===== src/core/semaphore_pkg.sv =====
package semaphore_pkg;

  // ********************************************************************
  // Sizes
  // ********************************************************************
  localparam int NUM_SEMS  = 6;
  localparam int NUM_PORTS = 2;
  localparam int ADDR_W    = 3;
  localparam int DATA_W    = 8;

  // ********************************************************************
  // Field layout of a semaphore register
  // ********************************************************************
  localparam int FLAG_BIT  = 7;
  localparam int OWNER_BIT = 6;

  // ********************************************************************
  // Port numbering and owner encoding
  // ********************************************************************
  localparam int       PORT_LOCAL  = 0;
  localparam int       PORT_SYS    = 1;
  localparam logic     OWNER_LOCAL = 1'b0;
  localparam logic     OWNER_SYS   = 1'b1;

  // ********************************************************************
  // Reset state: every flag set, owned by the local controller, except
  // semaphore number two (index one), owned by the system processor.
  // ********************************************************************
  localparam logic               FLAG_AT_RESET = 1'b1;
  localparam logic [ADDR_W-1:0]  SYS_OWNED_SEM = 3'h1;
  localparam logic [DATA_W-1:0]  UNMAPPED_DATA = 8'h00;

  // ********************************************************************
  // Carriers
  // ********************************************************************
  typedef struct packed {
    logic              strobe;
    logic              write;
    logic [ADDR_W-1:0] addr;
  } bus_pins_t;

  typedef struct packed {
    logic [DATA_W-1:0] rdata;
    logic              data_oe_n;
    logic              done;
  } bus_answer_t;

  typedef struct packed {
    logic flag;
    logic owner;
  } sem_state_t;

endpackage


===== src/core/semaphore_cell.sv =====
`timescale 1ns/100ps

module semaphore_cell #(
  parameter logic OWNER_AT_RESET = semaphore_pkg::OWNER_LOCAL
) (
  input  wire logic                          mclk,
  input  wire logic                          reset,
  input  wire logic [semaphore_pkg::NUM_PORTS-1:0] rd,
  input  wire logic [semaphore_pkg::NUM_PORTS-1:0] wr,
  output logic [semaphore_pkg::NUM_PORTS-1:0]
               [semaphore_pkg::DATA_W-1:0]   rdata
);

  semaphore_pkg::sem_state_t st;
  semaphore_pkg::sem_state_t next_st;

  // ********************************************************************
  // Read data shows the state before this cycle's access, except a system read that loses a race.
  // ********************************************************************
  always_comb begin
    rdata = '0;
    for (int p = 0; p < semaphore_pkg::NUM_PORTS; p++) begin
      rdata[p][semaphore_pkg::FLAG_BIT]  = st.flag;
      rdata[p][semaphore_pkg::OWNER_BIT] =
        (st.owner == p[0]);
    end
    // Both ports test a clear flag together: the local port wins and the
    // system port sees a set flag owned by the other side.
    if (!st.flag && rd[semaphore_pkg::PORT_LOCAL] &&
        rd[semaphore_pkg::PORT_SYS]) begin
      rdata[semaphore_pkg::PORT_SYS][semaphore_pkg::FLAG_BIT]  = 1'b1;
      rdata[semaphore_pkg::PORT_SYS][semaphore_pkg::OWNER_BIT] = 1'b0;
    end
  end

  // ********************************************************************
  // Test-and-set with fixed arbitration; a write always clears.
  // ********************************************************************
  always_comb begin
    next_st = st;
    if (|wr) begin
      next_st.flag = 1'b0;
    end else if (!st.flag && rd[semaphore_pkg::PORT_LOCAL]) begin
      next_st.flag  = 1'b1;
      next_st.owner = semaphore_pkg::OWNER_LOCAL;
    end else if (!st.flag && rd[semaphore_pkg::PORT_SYS]) begin
      next_st.flag  = 1'b1;
      next_st.owner = semaphore_pkg::OWNER_SYS;
    end
  end

  always_ff @(posedge mclk) begin
    if (reset) begin
      st.flag  <= semaphore_pkg::FLAG_AT_RESET;
      st.owner <= OWNER_AT_RESET;
    end else begin
      st <= next_st;
    end
  end

endmodule


===== src/core/dual_bus_semaphore_mailbox.sv =====
`timescale 1ns/100ps

// Behaviour
// - Reading a clear flag returns 0 and sets it, reading a set flag returns 1, any write clears it.
// - A sender signals ready data by writing the agreed semaphore, and the receiver treats a clear flag as its cue.
// - Each semaphore has a read-only owner flag that writes never change.
// - The owner flag names the port that set the flag, and keeps naming it after the flag is cleared.
// - The owner flag reads 1 to the port that set the flag and 0 to the other port.
// - Reset sets every flag owned by the local controller, except semaphore two owned by the system side.
// - Each register holds the flag in bit 7, the owner in bit 6, and zeros below.
// - Flags are atomic test-and-set with hardware arbitration of simultaneous accesses.
// - Six independent semaphores are reachable from both the local and the system bus.
module dual_bus_semaphore_mailbox (
  input  wire logic                       mclk,
  input  wire logic                       reset,
  input  wire semaphore_pkg::bus_pins_t   local_peripheral_controller,
  input  wire semaphore_pkg::bus_pins_t   sys_bus,
  output semaphore_pkg::bus_answer_t      local_answer,
  output semaphore_pkg::bus_answer_t      sys_answer
);

  // ********************************************************************
  // State
  // ********************************************************************
  typedef struct packed {
    semaphore_pkg::bus_pins_t   sync1;
    semaphore_pkg::bus_pins_t   sync2;
    logic                       strobe_q;
    semaphore_pkg::bus_answer_t answer;
  } port_state_t;

  typedef struct packed {
    port_state_t [semaphore_pkg::NUM_PORTS-1:0] port;
  } main_state_t;

  main_state_t st;
  main_state_t next_st;

  semaphore_pkg::bus_pins_t [semaphore_pkg::NUM_PORTS-1:0] pins;
  logic [semaphore_pkg::NUM_PORTS-1:0]                     start;
  logic [semaphore_pkg::NUM_SEMS-1:0][semaphore_pkg::NUM_PORTS-1:0]
                                                           sem_rd;
  logic [semaphore_pkg::NUM_SEMS-1:0][semaphore_pkg::NUM_PORTS-1:0]
                                                           sem_wr;
  logic [semaphore_pkg::NUM_SEMS-1:0][semaphore_pkg::NUM_PORTS-1:0]
        [semaphore_pkg::DATA_W-1:0]                        sem_rdata;

  assign pins[semaphore_pkg::PORT_LOCAL] = local_peripheral_controller;
  assign pins[semaphore_pkg::PORT_SYS]   = sys_bus;

  // ********************************************************************
  // Access decode
  // ********************************************************************
  // Each bus runs in its own timing, so an access counts once, on the
  // rising edge of its synchronised strobe.
  always_comb begin
    start  = '0;
    sem_rd = '0;
    sem_wr = '0;
    for (int p = 0; p < semaphore_pkg::NUM_PORTS; p++) begin
      start[p] = st.port[p].sync2.strobe && !st.port[p].strobe_q;
      for (int s = 0; s < semaphore_pkg::NUM_SEMS; s++) begin
        if (start[p] &&
            st.port[p].sync2.addr == s[semaphore_pkg::ADDR_W-1:0]) begin
          sem_wr[s][p] = st.port[p].sync2.write;
          sem_rd[s][p] = !st.port[p].sync2.write;
        end
      end
    end
  end

  // ********************************************************************
  // Semaphores
  // ********************************************************************
  for (genvar s = 0; s < semaphore_pkg::NUM_SEMS; s++) begin : g_sem
    semaphore_cell #(
      .OWNER_AT_RESET((s == int'(semaphore_pkg::SYS_OWNED_SEM)) ?
                      semaphore_pkg::OWNER_SYS :
                      semaphore_pkg::OWNER_LOCAL)
    ) u_cell (
      .mclk  (mclk),
      .reset (reset),
      .rd    (sem_rd[s]),
      .wr    (sem_wr[s]),
      .rdata (sem_rdata[s])
    );
  end

  // ********************************************************************
  // Port front ends
  // ********************************************************************
  always_comb begin
    next_st = st;
    for (int p = 0; p < semaphore_pkg::NUM_PORTS; p++) begin
      next_st.port[p].sync1         = pins[p];
      next_st.port[p].sync2         = st.port[p].sync1;
      next_st.port[p].strobe_q      = st.port[p].sync2.strobe;
      next_st.port[p].answer.done   = 1'b0;
      if (!st.port[p].sync2.strobe) begin
        next_st.port[p].answer.data_oe_n = 1'b1;
      end
      if (start[p]) begin
        next_st.port[p].answer.done = 1'b1;
        if (!st.port[p].sync2.write) begin
          // Unmapped addresses read as zero; writes there are ignored.
          next_st.port[p].answer.rdata     = semaphore_pkg::UNMAPPED_DATA;
          next_st.port[p].answer.data_oe_n = 1'b0;
          for (int s = 0; s < semaphore_pkg::NUM_SEMS; s++) begin
            if (st.port[p].sync2.addr == s[semaphore_pkg::ADDR_W-1:0]) begin
              next_st.port[p].answer.rdata = sem_rdata[s][p];
            end
          end
        end
      end
    end
  end

  always_ff @(posedge mclk) begin
    if (reset) begin
      for (int p = 0; p < semaphore_pkg::NUM_PORTS; p++) begin
        st.port[p].sync1            <= '0;
        st.port[p].sync2            <= '0;
        st.port[p].strobe_q         <= 1'b0;
        st.port[p].answer.rdata     <= semaphore_pkg::UNMAPPED_DATA;
        st.port[p].answer.data_oe_n <= 1'b1;
        st.port[p].answer.done      <= 1'b0;
      end
    end else begin
      st <= next_st;
    end
  end

  assign local_answer = st.port[semaphore_pkg::PORT_LOCAL].answer;
  assign sys_answer   = st.port[semaphore_pkg::PORT_SYS].answer;

endmodule


===== config.mk =====
export PLATFORM = sky130hd
export DESIGN_NAME = dual_bus_semaphore_mailbox
export DESIGN_NICKNAME = d
export VERILOG_FILES = /design/src/core/semaphore_pkg.sv /design/src/core/semaphore_cell.sv /design/src/core/dual_bus_semaphore_mailbox.sv
export SDC_FILE = /design/constraint.sdc
export NUM_CORES = 1
export LEC_CHECK = 0
export BUFFER_PORTS_ARGS = -buffer_cell sky130_fd_sc_hd__buf_2
export CORE_MARGIN = 1.5
export CORE_UTILIZATION = 45
export DETAILED_ROUTE_END_ITERATION = 7
export GPL_ROUTABILITY_DRIVEN = 0
export GPL_TIMING_DRIVEN = 0
export PLACE_DENSITY_LB_ADDON = 0.08
export SLEW_MARGIN = 10
export SYNTH_ARGS = -nofsm -noshare
export SYNTH_HDL_FRONTEND = slang
export SYNTH_SLANG_ARGS = --single-unit

===== constraint.sdc =====
create_clock -name mclk -period 1.5 [get_ports mclk]
set_input_delay 0.3 -clock mclk [delete_from_list [all_inputs] [get_ports mclk]]
set_output_delay 0.3 -clock mclk [all_outputs]
set_load 0.05 [all_outputs]

Word level (Yosys, flattened, before mapping)
Index checks and enable logic that the tools add are counted.
W data, S select, Z words.

cells by class
  equal/unequal tests = 10
  reduce and logical (&&, ||, !) cells = 70
  mux-type cells = 66
  bitwise gates (word level) = 14

operators by type and width
  kind                  count
  $mux W8               12
  $mux W2               20
  $mux W1               34
  $logic_and A1 B1 Y1   32
  $reduce_bool A3 Y1    6
  $reduce_and A2 Y1     8
  $not A1 Y1            14
  $eq A3 B2 Y1 const B  4
  $eq A3 B3 Y1 const B  4
  $reduce_bool A2 Y1    6
  $reduce_or A2 Y1      6
  $logic_not A1 Y1      10
  $eq A3 B1 Y1 const B  2
  $logic_not A3 Y1      2

storage, ports and cells
  word-level logic and storage cells = 192
  output and inout port bits = 20
  register bits after elaboration = 54

Logic depth before layout (Yosys ltp)
  depth in word-level cells = 13
  depth in mapped cells = 7
  depth with buffers taken out = 5

Hierarchy
A second synthesis with hierarchy kept.

second synthesis, totals
  cell total of the unflattened synthesis = 410
  area, all modules = 3684.8 um^2

by module, submodules not included
  module                                cells an instance  times used  seq. area each (um^2)  area each (um^2)
  dual_bus_semaphore_mailbox            253                1           840.8                  2464.9
  semaphore_cell (g_sem[0].u_cell ...)  26                 5           40.0                   202.7
  semaphore_cell (g_sem[1].u_cell)      27                 1           40.0                   206.4

Least setup slack after synthesis
No wires, ideal clock.

  kind = register -> register
  start = register st[11] in the netlist's numbering
  end = register st, in the netlist local_answer[9]
  setup time = 0.127 ns
  data required time = 1.373 ns
  path slack = -0.023 ns
  period minus slack after synthesis = 1.523 ns
  stages on the path, launching flop included = 8
  data arrival time = 1.397 ns
  path through = dfxtp_1 -> clkbuf_1 -> buf_2 -> mux2_2 -> a32oi_1 -> o211ai_1 -> o21ai_0 -> nor2_1

between the ends
  longest elaborated chain between the ends = 7

ends and longest elaborated chain
  item                      RTL line                           RTL
  start: declaration        dual_bus_semaphore_mailbox.sv:36   main_state_t st;
  start signal: assignment  dual_bus_semaphore_mailbox.sv:129  st <= next_st;
  $logic_not A3 Y1          dual_bus_semaphore_mailbox.sv:109  if (st.port[p].sync2.addr == s[semaphore_pkg::ADDR_W-1:0]) begin
  $mux W8 (5 in series)     dual_bus_semaphore_mailbox.sv:109
  $mux W8 *                 dual_bus_semaphore_mailbox.sv:109

Every way passes the cells marked *; elsewhere a longest branch is shown, timed or not.
A chain may end at the register's enable or synchronous reset.

Worst setup path in the final report
  start = register st[10] in the netlist's numbering
  end = register st, in the netlist sys_answer[8]

between the ends
  longest elaborated chain between the ends = 13

ends and longest elaborated chain
  item                               RTL line                           RTL
  $logic_not A1 Y1 *                 dual_bus_semaphore_mailbox.sv:61   start[p] = st.port[p].sync2.strobe && !st.port[p].strobe_q;
  $logic_and A1 B1 Y1 *              dual_bus_semaphore_mailbox.sv:61
  $logic_and A1 B1 Y1                dual_bus_semaphore_mailbox.sv:63   if (start[p] &&
  $mux W1                            dual_bus_semaphore_mailbox.sv:63
  $logic_and A1 B1 Y1 (2 in series)  semaphore_cell.sv:29               if (!st.flag && rd[semaphore_pkg::PORT_LOCAL] &&
  $mux W2                            semaphore_cell.sv:29
  $mux W8 (5 in series)              dual_bus_semaphore_mailbox.sv:109
  $mux W8 *                          dual_bus_semaphore_mailbox.sv:109

Marked as above.

==> impl_metrics.ini <==
[outcome]
outcome = finished with violations
violations = setup timing

[cells_and_area]
regArea_sq_um = 870
final.fill_count = 360
multiInputGateArea_sq_um = 1210
finish.net_count = 297
diodes = 0
instances_no_fill = 338
area_growth_pct = 33.2
drive_gt1_share_pct = 39.5

[worst_setup_path]
r2r_slack_ns = -0.11
start_kind = register
cp.required_ns = 1.69
endpoint_kind = register
r2r_cells = 6
crit_fanout = 6
arrival_ns = 1.80
crit_type = register to register

[power]
p_per_area_nw_per_um2 = 881
seqPwrFrac_pct = 48.5
leakagePower_nw = 1.17
design_power_total_mw = 2.42
power.net_switching_uw = 637
power_frac_clock_pct = 36.7
p_comb_share_pct = 14.8
ir_drop_uv = 618
netSwitchingFraction_pct = 26.3
intPower_mw = 1.79

[detailed_routing]
antenna_left = 0
num_vias = 1842
highest_layer = met4
met3WireLength_um = 295
drt-total-wl_um = 4980
wire_per_inst_um = 14.7
avgViaCountPerCell = 5.45
wl_met2_um = 2390
drt-met1-wl_um = 2200
drc = 0
drt_iter0_markers = 195
firstDrtPassIters = 4

[grt]
grt_pass1_vias = 1694
antenna_found_initial = 0
grtUsageTotal_pct = 19.9
grt_max_degree = 14
grt_first_pass_wirelength_um = 7860
grt-ovfl-total = 0

[yosys]
syn_avg_cell_area_sq_um = 8.90
synthDistinctLibCells = 49
yosysWarnings = 0
synth-seq-area-share_pct = 40.7
synth_adder_area_share_pct = 0
synth_compound_area_share_pct = 18.1
yosys.area.top_type = dfxtp_1
post-synth-top-count-cell = dfxtp_1
synthFlopType = dfxtp_1
synth-edff-count = 0
synth-simple-area-share_pct = 26.9
netlist_instances = 232
synth_seq_cells = 42
synth_area_leaders = dfxtp_1, nor2b_1, buf_4
synth_xor_area_share_pct = 0
async_flop_share_pct = 0
ys_top_cells_by_count = dfxtp_1, nor2b_1, buf_4
synth_top_family_by_area = simple AND/OR/NAND/NOR gates
synthMuxAreaShare_pct = 2.67
synth_top_area_share_pct = 40.7
netlist_area_sq_um = 2060

[sta]
rsz0062_at_grt = true
fin_crit_sh_pct = 107
tightest_slew_ns = 0.522
hold_viol = 0
max_freq_ghz = 0.622
setup_violations = 2
maxSlewHeadroom_pct = 65.2
fin_skew_ns = 0.00507
drv_slew = 0
fin_crit_ns = 1.61
setup_ws_ns = -0.108

[cts]
clock_latency_ns = 0.29
cts_tree = yes
root_buffer = clkbuf_8
cts_sinks = 42
cts_max_level = 2
path_clk_slew_ns = 0.08
numCtsBuffers = 5
cts_buffer_depth = 2

[floorplanning]
die_area_sq_um = 5000
initial_core_util_pct = 47.1
core_sq_um = 4380
ios = 32
die_w_um = 70.7
num_rows = 24
die_h_um = 70.7

[flow_run]
drv_cap = 0

[placed_design]
place_hpwl_um = 3180
io_buffers = 18
place_inst = 313

[hold_path]
hp-class = input pin to register
min_path_cells = 2
-- power groups by stage --
stage	registers, mW	logic [mW]	clock network (mW)
final	1.17	0.359	0.889
after global routing	1.18	0.384	0.965
after CTS	1.17	0.319	0.905
after detailed placement	1.20	0.299	0
after global placement	1.20	0.298	0
after floorplan	1.19	0.251	0
-- worst max-delay path, cell delays in order (launching register included) --
cell,delay [ns]
dfxtp_4,0.38
nor3b_4,0.24
buf_6,0.14
nand4_4,0.10
a311oi_4,0.27
a211oi_2,0.09
o31a_1,0.28
-- path summary, 6_finish.rpt --
| path | start | end |
|---|---|---|
| hold / removal | sys_bus[1] | next_st[33] |
| setup / recovery | st[10] | sys_answer[8] |
| hold reg to reg | next_st[11] | st[11] |
| setup reg to reg | st[10] | sys_answer[8] |
-- kinds of logic (layout without fill, tap and decap cells) --
| group | Yosys count | after routing |
|---|---|---|
| other | 1 | 12 |
| AOI/OAI and AO/OA | 52 | 52 |
| and+or+nand+nor | 94 | 94 |
| buffers and inverters | 39 | 82 |
| muxes | 4 | 4 |
| DFF | 42 | 42 |
-- cells in the final DEF, fill, tap and decap left out, types with 3 or more instances in the layout --
cell type  instances
a31oi_1            4
o21bai_1           3
inv_1              6
o21ai_0            7
clkbuf_1           5
nand2_1           10
a211oi_1           6
conb_1            12
nor2_2             5
o31ai_1            4
buf_6              5
nor3_1             8
a21oi_1            4
buf_4             36
o21ai_1            3
nor2b_1           26
dfxtp_4            6
dfxtp_2            5
nor2_1             9
nand3_1            3
buf_2             20
a311oi_1           4
nand2b_1           4
clkbuf_8           5
dfxtp_1           31
-- metrics by stage --
| step | setup WS [ns] | util [%] | setup TNS, ns | area [sq um] | hold WS (ns) |
|---|---|---|---|---|---|
| final | -0.108 | 62.7 | -0.128 | 2750 | 0.215 |
| after global routing | -0.161 | 62.7 | -0.551 | 2750 | 0.209 |
| after CTS | -0.103 | 57.6 | -0.117 | 2520 | 0.209 |
| after detailed placement | -0.302 | 51.7 | -2.00 | 2270 | 0.423 |
| after global placement | -0.303 | 51.7 | -2.06 | 2270 | 0.416 |
| after floorplan | -0.00831 | - | -0.00831 | 2110 | 0.414 |
-- per-layer routing --
metal	up-vias	global-route usage, %
met1	853	26.2
met2	74	30.9
met3	8	4.13
met4	0	10.1
met5	-	0
li1	907	-
-- area by class of cell --
class / instances / area share (%)
Inverter: 6 / 0.819
Timing Repair Buffer: 36 / 8.47
Sequential cell: 42 / 31.6
Clock buffer: 6 / 2.64
Buffer: 32 / 8.69
Multi-Input combinational cell: 162 / 44.0
Tap cell: 52 / 2.37
Clock inverter: 2 / 1.37
-- repair_timing --
| item | 4_1_cts | 5_1_grt |
|---|---|---|
| endpoints found under the setup margin | 12 | 14 |
| resized for setup | 28 | 36 |
| hold buffers | 0 | 0 |
| pin swaps | 9 | 19 |
| buffers inserted | 8 | 10 |
-- sequential cells by signal, indices dropped and copies added (netlist names) --
signal,count
sys_answer,4
g_sem.u_cell.st,6
st,10
local_answer,4
g_sem.u_cell.rdata,6
next_st,12
Power figures use the tool's default switching activity.
